[config.mk]
export PLATFORM = sky130hd
export DESIGN_NAME = tdc_config_register_set
export DESIGN_NICKNAME = d
export VERILOG_FILES = /design/src/core/spi_frame_shifter.v /design/src/core/tdc_config_register_set.v
export VERILOG_INCLUDE_DIRS = /design/src /design/src/shared
export SDC_FILE = /design/constraint.sdc
export NUM_CORES = 1
export LEC_CHECK = 0
export BUFFER_PORTS_ARGS = -buffer_cell sky130_fd_sc_hd__buf_2
export CORE_MARGIN = 2
export CORE_UTILIZATION = 25
export DETAILED_ROUTE_END_ITERATION = 10
export PLACE_DENSITY_LB_ADDON = 0.3
export SYNTH_ARGS = -nofsm -noshare
export SYNTH_HDL_FRONTEND = slang
export SYNTH_SLANG_ARGS = --single-unit
[constraint.sdc]
create_clock -name clk -period 2.69 [get_ports clk]
set_input_delay 0.1345 -clock clk [delete_from_list [all_inputs] [get_ports clk]]
set_output_delay 0.1345 -clock clk [all_outputs]
set_load 0.02 [all_outputs]
[src/shared/tdc_cfg_regs.vh]
// offsets, field positions, defaults and command codes of the config set
`ifndef TDC_CFG_REGS_VH
`define TDC_CFG_REGS_VH

// ---------------------------------------------------------------------
// register set geometry
// ---------------------------------------------------------------------
`define CFG_WORDS 7
`define CFG_WORD_W 32
`define CFG_ADDR_W 3
`define CFG_LAST_ADDR 3'h6

// ---------------------------------------------------------------------
// field positions
// ---------------------------------------------------------------------
`define ID_MSB 7
`define ID_LSB 0
`define DELAY_MSB 23
`define DELAY_LSB 8
`define HIT_ONE_MSB 27
`define HIT_ONE_LSB 24
`define HIT_TWO_MSB 31
`define HIT_TWO_LSB 28
`define FIRST_WAVE_BIT 30
`define AUTO_CALC_BIT 31
`define TOP_BYTE_MSB 31
`define TOP_BYTE_LSB 24

// ---------------------------------------------------------------------
// reset values of the seven words
// ---------------------------------------------------------------------
`define CFG0_DEFAULT 32'h22022000
`define CFG1_DEFAULT 32'h55000000
`define CFG2_DEFAULT 32'h20000000
`define CFG3_DEFAULT 32'h00000000
`define CFG4_DEFAULT 32'h00000000
`define CFG5_DEFAULT 32'h00000000
`define CFG6_DEFAULT 32'h00000000

// ---------------------------------------------------------------------
// serial command bytes and the link check read address
// ---------------------------------------------------------------------
`define OP_WRITE_HEAD 5'h10
`define OP_READ_HEAD 5'h16
`define OP_POWER_RESET 8'h50
`define LINK_CHECK_ADDR 3'h5
`define LINK_CHECK_SRC 1

`endif

[src/core/spi_frame_shifter.v]
// serial byte engine: clock idle low, drive at rise, sample at fall
`timescale 1ns/100ps
`default_nettype none

module spi_frame_shifter (
	input wire clk,
	input wire nrst,
	input wire slave_select_n,
	input wire serial_clock,
	input wire serial_in,
	input wire [7:0] tx_byte,
	input wire tx_load,
	output reg [7:0] rx_byte,
	output reg byte_done,
	output reg serial_out
);

	reg sck_prev;
	reg [2:0] bit_cnt;
	reg [7:0] rx_shift;
	reg [7:0] tx_shift;
	wire sck_rise;
	wire sck_fall;

	// edges seen in the system clock; pins are taken as synchronous
	assign sck_rise = serial_clock & ~sck_prev;
	assign sck_fall = ~serial_clock & sck_prev;

	// -----------------------------------------------------------------
	// shifting
	// -----------------------------------------------------------------
	// frame ends drop any partial byte so a torn frame cannot commit
	always @(posedge clk or negedge nrst) begin
		if (!nrst) begin
			sck_prev <= 1'b0;
			bit_cnt <= 3'h0;
			rx_shift <= 8'h00;
			tx_shift <= 8'h00;
			rx_byte <= 8'h00;
			byte_done <= 1'b0;
			serial_out <= 1'b0;
		end else begin
			sck_prev <= serial_clock;
			byte_done <= 1'b0;
			if (slave_select_n) begin
				bit_cnt <= 3'h0;
				tx_shift <= 8'h00;
				serial_out <= 1'b0;
			end else begin
				if (tx_load) begin
					tx_shift <= tx_byte;
				end else if (sck_rise) begin // see (RL9)
					serial_out <= tx_shift[7];
					tx_shift <= {tx_shift[6:0], 1'b0};
				end
				if (sck_fall) begin // see (RL9)
					rx_shift <= {rx_shift[6:0], serial_in};
					bit_cnt <= bit_cnt + 3'h1;
					if (bit_cnt == 3'h7) begin
						rx_byte <= {rx_shift[6:0], serial_in};
						byte_done <= 1'b1;
					end
				end
			end
		end
	end

endmodule

`default_nettype wire

[src/core/tdc_config_register_set.v]
// configuration register set of the time-to-digital converter
// Function
// (RL1) seven 32-bit configuration words, numbered 0 to 6, set the mode.
// (RL2) the upper 24 bits of each word are writable but never read back; the code reads the word 1 top byte back at address 5.
// (RL3) the low byte of each word is a free identifier, written and read; the word 5 low byte is never read, address 5 gives the word 1 top byte.
// (RL4) a read at address 5 returns the top byte held in word 1.
// (RL5) word 3 bits 30 and 31 enable extras; bit 30 selects first wave.
// (RL6) in first-wave mode the second and third delay fields change meaning.
// (RL7) the host resets the part by pin or command after power-up.
// (RL8) fields sit at their listed bit positions with listed defaults.
// (RL9) serial link: clock idle low, phase one, low-active slave select.
// (RL10) any reset loads every field default, other bits zero.
`timescale 1ns/100ps
`default_nettype none
`include "tdc_cfg_regs.vh"

module tdc_config_register_set (
	input wire clk,
	input wire nrst,
	input wire reset_pin_n,
	input wire slave_select_n,
	input wire serial_clock,
	input wire serial_in,
	output wire serial_out,
	output wire serial_out_en,
	output wire [31:0] config_word_0,
	output wire [31:0] config_word_1,
	output wire [31:0] config_word_2,
	output wire [31:0] config_word_3,
	output wire [31:0] config_word_4,
	output wire [31:0] config_word_5,
	output wire [31:0] config_word_6,
	output wire first_wave_enable,
	output wire auto_calc_enable,
	output wire [3:0] hit_selector_one,
	output wire [3:0] hit_selector_two,
	output wire [7:0] id_byte_one,
	output wire [15:0] stop_delay_value_one,
	output wire [15:0] stop_delay_value_two,
	output wire [15:0] stop_delay_value_three,
	output wire [15:0] wave_param_two,
	output wire [15:0] wave_param_three
);

	// -----------------------------------------------------------------
	// states and command kinds
	// -----------------------------------------------------------------
	localparam ST_OPCODE = 2'h0;
	localparam ST_WRITE = 2'h1;
	localparam ST_READ = 2'h2;
	localparam ST_SKIP = 2'h3;
	localparam OP_NONE = 2'h0;
	localparam OP_WRITE = 2'h1;
	localparam OP_READ = 2'h2;
	localparam OP_RESET = 2'h3;

	wire [31:0] cfg [0:`CFG_WORDS-1];
	reg [1:0] state;
	reg [1:0] byte_idx;
	reg [2:0] wr_addr;
	reg [31:0] wr_shift;
	reg commit;
	reg cmd_reset;
	reg [7:0] tx_byte;
	wire [7:0] rx_byte;
	wire byte_done;
	wire tx_load;
	wire soft_reset;

	// -----------------------------------------------------------------
	// decoding helpers
	// -----------------------------------------------------------------
	// classify a command byte; out-of-range word numbers are ignored on writes only
	function [1:0] op_kind;
		input [7:0] b;
		begin
			if (b == `OP_POWER_RESET)
				op_kind = OP_RESET;
			else if (b[7:3] == `OP_WRITE_HEAD && b[2:0] <= `CFG_LAST_ADDR)
				op_kind = OP_WRITE;
			else if (b[7:3] == `OP_READ_HEAD)
				op_kind = OP_READ;
			else
				op_kind = OP_NONE;
		end
	endfunction

	// reset value of each word
	function [31:0] default_word;
		input integer idx;
		begin
			case (idx)
				0: default_word = `CFG0_DEFAULT;
				1: default_word = `CFG1_DEFAULT;
				2: default_word = `CFG2_DEFAULT;
				3: default_word = `CFG3_DEFAULT;
				4: default_word = `CFG4_DEFAULT;
				5: default_word = `CFG5_DEFAULT;
				6: default_word = `CFG6_DEFAULT;
				default: default_word = 32'h00000000;
			endcase
		end
	endfunction

	// -----------------------------------------------------------------
	// serial engine
	// -----------------------------------------------------------------
	spi_frame_shifter u_shifter (
		.clk(clk),
		.nrst(nrst),
		.slave_select_n(slave_select_n),
		.serial_clock(serial_clock),
		.serial_in(serial_in),
		.tx_byte(tx_byte),
		.tx_load(tx_load),
		.rx_byte(rx_byte),
		.byte_done(byte_done),
		.serial_out(serial_out)
	);

	// driven only inside a frame so the line stays free for others
	assign serial_out_en = ~slave_select_n; // see (RL9)

	// pin reset and reset command share one default load
	assign soft_reset = ~reset_pin_n | cmd_reset; // see (RL7)

	// -----------------------------------------------------------------
	// read-back selection
	// -----------------------------------------------------------------
	// only low bytes leave the part, except the link check path
	assign tx_load = byte_done & (state == ST_OPCODE);
	always @* begin
		tx_byte = 8'h00;
		if (op_kind(rx_byte) == OP_READ) begin
			if (rx_byte[2:0] == `LINK_CHECK_ADDR)
				tx_byte = cfg[`LINK_CHECK_SRC][`TOP_BYTE_MSB:`TOP_BYTE_LSB]; // see (RL4)
			else if (rx_byte[2:0] <= `CFG_LAST_ADDR)
				tx_byte = cfg[rx_byte[2:0]][`ID_MSB:`ID_LSB]; // see (RL2) (RL3)
		end
	end

	// -----------------------------------------------------------------
	// command sequencer
	// -----------------------------------------------------------------
	// a write commits only after all four bytes, msb first
	always @(posedge clk or negedge nrst) begin
		if (!nrst) begin
			state <= ST_OPCODE;
			byte_idx <= 2'h0;
			wr_addr <= 3'h0;
			wr_shift <= 32'h00000000;
			commit <= 1'b0;
			cmd_reset <= 1'b0;
		end else if (slave_select_n || !reset_pin_n) begin
			state <= ST_OPCODE;
			byte_idx <= 2'h0;
			commit <= 1'b0;
			cmd_reset <= 1'b0;
		end else begin
			commit <= 1'b0;
			cmd_reset <= 1'b0;
			if (byte_done) begin
				case (state)
					ST_OPCODE: begin
						byte_idx <= 2'h0;
						wr_addr <= rx_byte[2:0];
						case (op_kind(rx_byte))
							OP_WRITE: state <= ST_WRITE;
							OP_READ: state <= ST_READ;
							OP_RESET: begin
								cmd_reset <= 1'b1; // see (RL7)
								state <= ST_SKIP;
							end
							default: state <= ST_SKIP;
						endcase
					end
					ST_WRITE: begin
						wr_shift <= {wr_shift[23:0], rx_byte};
						byte_idx <= byte_idx + 2'h1;
						if (byte_idx == 2'h3) begin
							commit <= 1'b1;
							state <= ST_SKIP;
						end
					end
					ST_READ: state <= ST_READ;
					ST_SKIP: state <= ST_SKIP;
					default: state <= ST_SKIP;
				endcase
			end
		end
	end

	// -----------------------------------------------------------------
	// the seven words
	// -----------------------------------------------------------------
	// full 32-bit storage; upper bits reach the core, the link only as the word 1 top byte read at address 5
	genvar gi;
	generate
		for (gi = 0; gi < `CFG_WORDS; gi = gi + 1) begin : g_word
			reg [31:0] word;
			// one register per word so each has a single driver
			always @(posedge clk or negedge nrst) begin
				if (!nrst) begin
					word <= default_word(gi); // see (RL10) (RL8)
				end else if (soft_reset) begin
					word <= default_word(gi); // see (RL10)
				end else if (commit && wr_addr == gi) begin
					word <= wr_shift; // see (RL1) (RL2) (RL3)
				end
			end
			// the array is only a read view of the word registers
			assign cfg[gi] = word;
		end
	endgenerate

	assign config_word_0 = cfg[0];
	assign config_word_1 = cfg[1];
	assign config_word_2 = cfg[2];
	assign config_word_3 = cfg[3];
	assign config_word_4 = cfg[4];
	assign config_word_5 = cfg[5];
	assign config_word_6 = cfg[6];

	// -----------------------------------------------------------------
	// decoded fields
	// -----------------------------------------------------------------
	// named fields for the measurement engines
	assign hit_selector_one = cfg[1][`HIT_ONE_MSB:`HIT_ONE_LSB]; // see (RL8)
	assign hit_selector_two = cfg[1][`HIT_TWO_MSB:`HIT_TWO_LSB]; // see (RL8)
	assign id_byte_one = cfg[1][`ID_MSB:`ID_LSB]; // see (RL8)
	assign stop_delay_value_one = cfg[2][`DELAY_MSB:`DELAY_LSB]; // see (RL8)
	assign first_wave_enable = cfg[3][`FIRST_WAVE_BIT]; // see (RL5)
	assign auto_calc_enable = cfg[3][`AUTO_CALC_BIT]; // see (RL5)

	// one field, two meanings; the unused view reads zero so an
	// engine never uses a value meant for the other mode
	assign stop_delay_value_two = first_wave_enable ? 16'h0000 :
		cfg[3][`DELAY_MSB:`DELAY_LSB]; // see (RL6)
	assign stop_delay_value_three = first_wave_enable ? 16'h0000 :
		cfg[4][`DELAY_MSB:`DELAY_LSB]; // see (RL6)
	assign wave_param_two = first_wave_enable ?
		cfg[3][`DELAY_MSB:`DELAY_LSB] : 16'h0000; // see (RL6)
	assign wave_param_three = first_wave_enable ?
		cfg[4][`DELAY_MSB:`DELAY_LSB] : 16'h0000; // see (RL6)

endmodule

`default_nettype wire

-- Word-level counts from Yosys, hierarchy flattened
Index checks and enable logic that the tools add are counted.
W data, S select, Z words.
- logic and storage cells: 143
- bits of input ports: 6
- output and inout port bits: 324
- flip-flop bits (word level): 294
- reductions and logical operators: 31
- bitwise operators: 10
- add/subtract/negate cells: 2
- eq/ne operators: 21
- mux-type cells: 57
- magnitude comparators: 2
- operators by type and width (operator ; count):
    $mux W32 ; 14
    $bmux W32 S3 ; 1
    $mux W16 ; 4
    $mux W8 ; 8
    $mux W2 ; 11
    $reduce_bool A2 Y1 ; 10
    $eq A3 B3 Y1 const B ; 5
    $mux W1 ; 14
    $eq A2 B2 Y1 const B ; 6
    $eq A5 B5 Y1 const B ; 2
    $reduce_and A3 Y1 ; 3
    $eq A8 B7 Y1 const B ; 1
    $logic_and A1 B1 Y1 ; 8
    $pmux W2 S2 ; 2
    $pmux W2 S4 ; 1
    $reduce_and A2 Y1 ; 4
    $eq A3 B2 Y1 const B ; 2
    $mux W3 ; 2
    $reduce_bool A3 Y1 ; 2
    $not A1 Y1 ; 5
    $eq A2 B1 Y1 const B ; 2
    $ge A4 B4 Y1 const B ; 1
    $not A3 Y4 ; 1
    $add A3 B1 Y3 const B ; 1
    11 further kinds ; 13

-- Longest topological paths before layout
Gate-level depths: netlist of the first run.
- depth in word-level cells: 12
- gate-level depth with buffers: 6
- gate-level depth less buffers: 4

-- By module
A second synthesis of the first run with hierarchy kept.
- cell total of the unflattened synthesis: 1375
- area total of the unflattened synthesis: 13322.8 um^2
- by module, submodules not included (module ; times used ; area an instance (um^2) ; cells each ; sequential area each (um^2)):
    tdc_config_register_set ; 1 ; 12041.5 ; 1287 ; 6642.6
    spi_frame_shifter ; 1 ; 1281.2 ; 88 ; 725.7

-- Worst setup path before layout of the first run
Ideal clock, no wire load.
- kind: reg-to-reg
- from: register u_shifter.rx_byte[1]
- to: register u_shifter.tx_shift[1]
- arrival time: 1524 ps
- data required time: 2564 ps
- path buffers: 1
- library setup time: 126 ps
- period minus slack after synthesis: 1650 ps
- cell stages (with the launch flop): 5
- slack: 1040 ps
- path through: dfrtp_1 -> buf_6 -> mux4_2 -> o2111a_1 -> a221o_1
- longest elaborated chain between the ends: 9
- elaborated cells between the ends (all ways): 16
- those cells by class: 1 x order compare; 3 x eq/ne; 10 x mux; 1 x bitwise; 1 x reduce/logical
- ends and longest elaborated chain (item ; RTL line ; source):
    start: declaration ; spi_frame_shifter.v:13 ; output reg [7:0] rx_byte,
    start signal: assignment ; spi_frame_shifter.v:60 ; rx_byte <= {rx_shift[6:0], serial_in};
    $not A3 Y4 (not written as such) ; tdc_config_register_set.v:138 ; tx_byte = cfg[rx_byte[2:0]][`ID_MSB:`ID_LSB];
    $bmux W32 S3 ; tdc_config_register_set.v:138 ;
    $mux W8 (not written as such) (2 in series) ; tdc_config_register_set.v:138 ;
    $mux W8 ; tdc_config_register_set.v:137 ; else if (rx_byte[2:0] <= `CFG_LAST_ADDR)
    $mux W8 ; tdc_config_register_set.v:135 ; if (rx_byte[2:0] == `LINK_CHECK_ADDR)
    $mux W8 * ; tdc_config_register_set.v:134 ; if (op_kind(rx_byte) == OP_READ) begin
    $mux W8 * ; spi_frame_shifter.v:50 ; if (tx_load) begin
    $mux W8 * ; spi_frame_shifter.v:45 ; if (slave_select_n) begin
    end signal: assignment ; spi_frame_shifter.v:51 ; tx_shift <= tx_byte;
    end signal: assignment ; spi_frame_shifter.v:54 ; tx_shift <= {tx_shift[6:0], 1'b0};
    end: declaration ; spi_frame_shifter.v:21 ; reg [7:0] tx_shift;
Every way passes the cells marked *; elsewhere a longest branch is shown, timed or not. The select of a mux whose other input is x is not followed.
A chain may end at the register's enable or synchronous reset.

-- Final worst setup path of the first run
- from: register g_word[3].word[30] (netlist: config_word_3[30])
- to: output wave_param_three[10]
- longest elaborated chain between the ends: 1
- ends and longest elaborated chain (item ; RTL line ; source):
    start: declaration ; tdc_config_register_set.v:200 ; reg [31:0] word;
    start signal: assignment ; tdc_config_register_set.v:204 ; word <= default_word(gi);
    start signal: assignment ; tdc_config_register_set.v:206 ; word <= default_word(gi);
    start signal: assignment ; tdc_config_register_set.v:208 ; word <= wr_shift;
    $mux W16 ; tdc_config_register_set.v:243 ; assign wave_param_three = first_wave_enable ?
    end: declaration ; tdc_config_register_set.v:42 ; output wire [15:0] wave_param_three
No other way between the ends.

==> results.yml, run 1 <==
logic_synthesis:
  synthesis.nets: 1377
  netlist_instances: 1368
  synth-edff-count: 0
  synth_top_area_share_pct: 54.4
  synth_ff_type: "dfrtp_1"
  synth.avg_cell_area_um2: 9.58
  syn_area_um2: 13100
  async_reset_ff_share_pct: 100
  yosys_register_bits: 294
  ys_warn_count: 0
  synth.distinct_cells: 47
  ys_seq_area_share_pct: 56.2
  synth.largest_area_cell: "dfrtp_1"
  synthTopCellsByArea: "dfrtp_1 54%, nand2_1 13%, a21oi_1 8.4%"
power_and_ir_drop:
  p_total_uw: 9860
  p_int_uw: 7710
  p_switching_uw: 2160
  switching_share_pct: 21.9
  pwr-share-comb_pct: 2.4
  power.density_nw_per_um2: 600
  clkPwrFrac_pct: 52.0
  pwr-share-seq_pct: 45.6
  p_leak_uw: 0.00808
  vdd_drop_max_mv: 0.391
final_layout:
  post_route_cells_drive_above_1_share_pct: 27.5
  layout_common_cells: "451 x nand2_1, 328 x buf_2, 284 x dfrtp_1, 219 x a21oi_1, 50 x mux2_1"
  antenna_cells: 0
  final_common_cell: "nand2_1"
  areaGrowthSynthToFinish_pct: 25.4
  final_nets: 1608
routing:
  antenna_left: 0
  drtIter0Drc: 710
  vias: 10692
  drc: 0
  vias_per_cell: 4.64
  drt-total-wl_mm: 48.4
  wl_per_cell_um: 21.0
  dr.pass1.iters: 8
timing:
  post-route-period-util_pct: 75.9
  slew_headroom_pct: 35.6
  worst_clock_skew_ps: 11.6
  rsz0062_at_grt: "false"
  setup_viol: 0
  setup_tns_ps: 0
  worst_pin_slew_ps: 964
  finalMaxSlewViolations: 0
  timing.fmax_ghz: 0.490
  fin_crit_ps: 2040
  hold_viol: 0
placed_design:
  dp.final_hpwl_mm: 31.9
  gp_congestion: 0.811
  numPortBuffers: 329
worst_setup_path:
  cp_top_family: "flip-flops"
  crit_slowest_cell: "dfrtp_2"
  worstPathRequired_ps: 2560
  cp_max_fo: 67
  start_kind: "flip-flop"
  crit_chain: "and2_1 -> buf_2"
  path_buf_inv: 1
  critPathKind: "flip-flop to output port"
  endpoint_kind: "output port"
  critPathMaxStageDelay_ps: 950
  cp.arrival_ps: 1910
cts:
  numCtsBuffers: 35
  htree_levels: 2
  cts_resized: 0
  cts_tree: "yes"
  cts_setup_buffers: 0
  clk_pin_slew_ps: 60
  clock-root-buffer: "clkbuf_16"
  cts_max_path_buffers: 3
  clock-sinks: 294
  insertion_delay_ps: 540
floorplan:
  dieHeight_um: 233
  dieWidth_um: 233
  rows: 83
  core_area_um2: 51600
  pin_count: 330
  die_area_um2: 54300
  start_util_pct: 25.4
global_routing:
  grt_pass1_vias: 10191
  grt_max_degree: 93
  grt_usage_pct: 17.6
  grt_pass1_wl_mm: 70.1
  overflow: 0
  antenna_found_initial: 0
hold_path:
  hp-class: "primary input to flip-flop"
flow_run:
  cap_violations: 0
outcome:
  status: "complete, no violations"
Yosys cell counts (all sizes together) (9+ instances only):
master and n:
mux2 50, a21oi 219, and2 34, nand3 10, clkbuf 65, buf 105
nor2b 35, dfstp 9, mux2i 10, nand2 451, dfrtp 285
layout make-up:
class	count	area, um2
Clock buffer	51	1050
Clock inverter	11	180
Fill cell	5347	35200
Inverter	4	15.0
Multi-Input combinational cell	900	4940
Sequential cell	294	7370
Tap cell	680	851
Timing Repair Buffer	364	2030
per-layer routing:
layer	vias up	routed length, um	track usage [%]
li1	4941	-	-
met1	5329	21900	23.8
met2	359	22100	27.6
met3	63	3280	4.63
met4	0	1110	4.76
met5	-	0	0
worst register-to-register path, delay by kind of cell (launching register included):
kind            cells  cell delay [ps]
compound gates      1               70
flops               1              580
buf+inv             1              240
simple gates        2              980
state kept, by name, summed over array words and instances, names as in the netlist, 2 cells and up:
register            count
config_word_1          32
u_shifter.rx_shift      7
state                   2
byte_idx                2
u_shifter.tx_shift      8
u_shifter.rx_byte       8
config_word_2          32
config_word_4          32
config_word_0          32
u_shifter.bit_cnt       3
wr_shift               32
config_word_3          32
config_word_5          32
wr_addr                 3
config_word_6          32
kinds of logic (layout without fill, tap and decap cells):
logic type / Yosys count / count (layout) / share of synthesized area [%]
AOI/OAI and AO/OA: 248 / 248 / 10.4
buffers and inverters: 174 / 430 / 6.70
adders and majority gates: 3 / 3 / 0.286
and+or+nand+nor: 580 / 580 / 19.9
muxes: 68 / 68 / 6.46
DFF: 294 / 294 / 56.2
xor gates and xnor gates: 1 / 1 / 0.0668
path summary, 6_finish.rpt:
kind | start | to | slack (ps) | cells after the start
setup / recovery | config_word_3[30]$_DFFE_PN0P_ | wave_param_three[10] | 650 | 2
hold / removal | reset_pin_n | state[0]$_DFFE_PN0P_ | 20 | 3
setup reg to reg | wr_addr[2]$_DFFE_PN0P_ | config_word_0[10]$_DFFE_PN0P_ | 670 | 4
hold reg to reg | u_shifter.rx_shift[6]$_DFFE_PN0P_ | u_shifter.rx_byte[7]$_DFFE_PN0P_ | 480 | 1
max in group asynchronous | nrst | config_word_3[30]$_DFFE_PN0P_ | 1700 | 3
min in group asynchronous | nrst | config_word_4[2]$_DFFE_PN0P_ | 140 | 2
power by group through the flow:
| stage | logic (uW) | registers (uW) | clock network, uW |
|---|---|---|---|
| 6_report | 238 | 4500 | 5120 |
| 5_1_grt | 271 | 4500 | 5450 |
| 4_1_cts | 249 | 4500 | 5270 |
| 3_5_place_dp | 243 | 4580 | 0 |
| 3_3_place_gp | 239 | 4580 | 0 |
| 2_1_floorplan | 93.4 | 4570 | 0 |
stage by stage:
| step | instances | hold WS (ps) | utilization (%) | cell area [um2] | setup WS [ps] |
|---|---|---|---|---|---|
| floorplan | 1368 | -161 | - | 13100 | 1040 |
| global placement | 2238 | 138 | 29.4 | 15200 | 715 |
| detailed placement | 2238 | 140 | 29.4 | 15200 | 670 |
| CTS | 2304 | 1.47 | 31.8 | 16400 | 560 |
| global route | 2304 | 23.6 | 31.8 | 16400 | 471 |
| finish | 2304 | 20.1 | 31.8 | 16400 | 648 |
timing repair:
action	in CTS	in global routing
endpoints found under the hold margin	68	0
endpoints found under the setup margin	0	0
hold buffers	4	0
(Power assumes the default switching activity.)
==> run 2, diff against run 1 <==
- clock period: 2.69 -> 2 ns (I/O delays scaled with it)
==> run 2 against run 1 <==
Against the previous run: clock-buffer cell count is 4 higher; final area is 0.91% higher; first-iteration DRC count fell by 2.0%; sequential share of layout area fell by 0.38 points; register-to-register slack lost 480 ps; wire length decreased by 0.20%; global-route usage about the same; largest cell class unchanged; critical path depth increased by 1; worst hold slack improved by 65 ps; critical endpoint is now wave_param_two[6]; sequential cell count did not move; core utilization rose by 0.29 points; setup slack got worse by 500 ps.
==> results.yml, run 2 (same netlist as run 1, synthesis figures left out) <==
floorplan:
  dieHeight_um: 233
  dieWidth_um: 233
  die_area_um2: 54300
  start_util_pct: 25.4
  core_area_um2: 51600
  pin_count: 330
  rows: 83
routing:
  drtIter0Drc: 696
  drc: 0
  dr.pass1.iters: 7
  antenna_left: 0
  drt-total-wl_mm: 48.3
  wl_per_cell_um: 20.8
  vias: 10779
  vias_per_cell: 4.63
final_layout:
  final_nets: 1629
  final_common_cell: "nand2_1"
  layout_common_cells: "451 x nand2_1, 328 x buf_2, 283 x dfrtp_1, 219 x a21oi_1, 50 x mux2_1"
  areaGrowthSynthToFinish_pct: 26.5
  final_cells: 2326
  post_route_cells_drive_above_1_share_pct: 28.3
  post-route-util_pct: 32.1
worst_setup_path:
  start_kind: "flip-flop"
  worstPathRequired_ps: 1900
  crit_slowest_cell: "dfrtp_4"
  endpoint_kind: "output port"
  critPathKind: "flip-flop to output port"
  crit_chain: "buf_4 -> and2_1 -> buf_2"
  cp.arrival_ps: 1750
  critPathMaxStageDelay_ps: 560
  cp_max_fo: 28
  rrSetupSlack_ps: 190
timing:
  hold_viol: 0
  worst_clock_skew_ps: 29.2
  slew_headroom_pct: 43.1
  rsz0062_at_grt: "false"
  timing.fmax_ghz: 0.541
  worst_pin_slew_ps: 853
  finalMaxSlewViolations: 0
  fin_crit_ps: 1850
  setup_tns_ps: 0
  setup_viol: 0
  post-route-period-util_pct: 92.5
power_and_ir_drop:
  p_leak_uw: 0.00816
  power.density_nw_per_um2: 789
  p_total_uw: 13100
  vdd_drop_max_mv: 0.501
global_routing:
  grt_usage_pct: 17.5
  overflow: 0
  grt_pass1_wl_mm: 69.7
  grt_pass1_vias: 10173
  grt_max_degree: 136
  antenna_found_initial: 2
cts:
  numCtsBuffers: 36
  clock-root-buffer: "clkbuf_16"
  cts_max_path_buffers: 3
  clock-sinks: 294
  cts_tree: "yes"
  cts_setup_buffers: 0
  clk_pin_slew_ps: 60
  htree_levels: 2
  insertion_delay_ps: 550
placed_design:
  post-place-cells: 2257
  gp_congestion: 0.784
  dp.final_hpwl_mm: 32.6
  numPortBuffers: 329
flow_run:
  cap_violations: 0
hold_path:
  hp-class: "primary input to asynchronous set/reset pin"
outcome:
  status: "complete, no violations"
==> run 2: metal layers <==
layer / share of wire [%] / vias to the layer above / global-route usage [%]
met5: 0 / - / 0
met4: 2.1 / 0 / 4.60
met3: 6.2 / 62 / 3.69
met2: 47 / 368 / 28.2
met1: 45 / 5364 / 23.8
li1: - / 4985 / -
==> run 2: power by group <==
group | switching, uW | internal [uW] | leakage, uW
Combinational | 243 | 88.0 | 0.00351
Sequential | 38.2 | 6010 | 0.00406
Clock | 2630 | 4080 | 0.000584
Total | 2910 | 10200 | 0.00816
==> run 2: critical path, delay by kind of cell, from the launching register on <==
kind,cells,cell delay [ps]
and+or+nand+nor,1,170
DFF,1,560
buffers and inverters,2,470
==> run 2: cell type report <==
| type | count | area (um2) |
|---|---|---|
| Multi-Input combinational cell | 900 | 4940 |
| Fill cell | 5325 | 35000 |
| Inverter | 4 | 15.0 |
| Clock inverter | 8 | 135 |
| Timing Repair Buffer | 384 | 2190 |
| Clock buffer | 55 | 1070 |
| Sequential cell | 294 | 7370 |
| Tap cell | 680 | 851 |
| Antenna cell | 1 | 2.50 |
==> run 2: path summary, 6_finish.rpt <==
check                                                  start                                 to  cells after the start
max in group asynchronous                               nrst      config_word_0[13]$_DFFE_PN1P_                      3
max                            config_word_3[30]$_DFFE_PN0P_                  wave_param_two[6]                      3
min reg2reg                u_shifter.rx_shift[6]$_DFFE_PN0P_  u_shifter.rx_shift[6]$_DFFE_PN0P_                      1
max reg2reg                 u_shifter.rx_byte[1]$_DFFE_PN0P_  u_shifter.tx_shift[6]$_DFFE_PN0P_                      3
min                                                     nrst       config_word_0[2]$_DFFE_PN0P_                      2
min in group clk                                serial_clock       u_shifter.sck_prev$_DFF_PN0_                      2
==> run 2: what timing repair did <==
item	4_1_cts	5_1_grt
hold buffers	5	0
resized for setup	0	2
endpoints found under the setup margin	0	16
hold endpoints to repair	295	0
==> run 2: stage by stage <==
| step | hold slack [ps] | instance area [um2] | worst slack [ps] |
|---|---|---|---|
| finish | 84.8 | 16600 | 150 |
| global route | 116 | 16600 | 15.6 |
| CTS | 78.2 | 16600 | 18.4 |
| detailed placement | 83.3 | 15300 | 32.7 |
| global placement | 77.7 | 15300 | 89.5 |
| floorplan | -196 | 13100 | 350 |
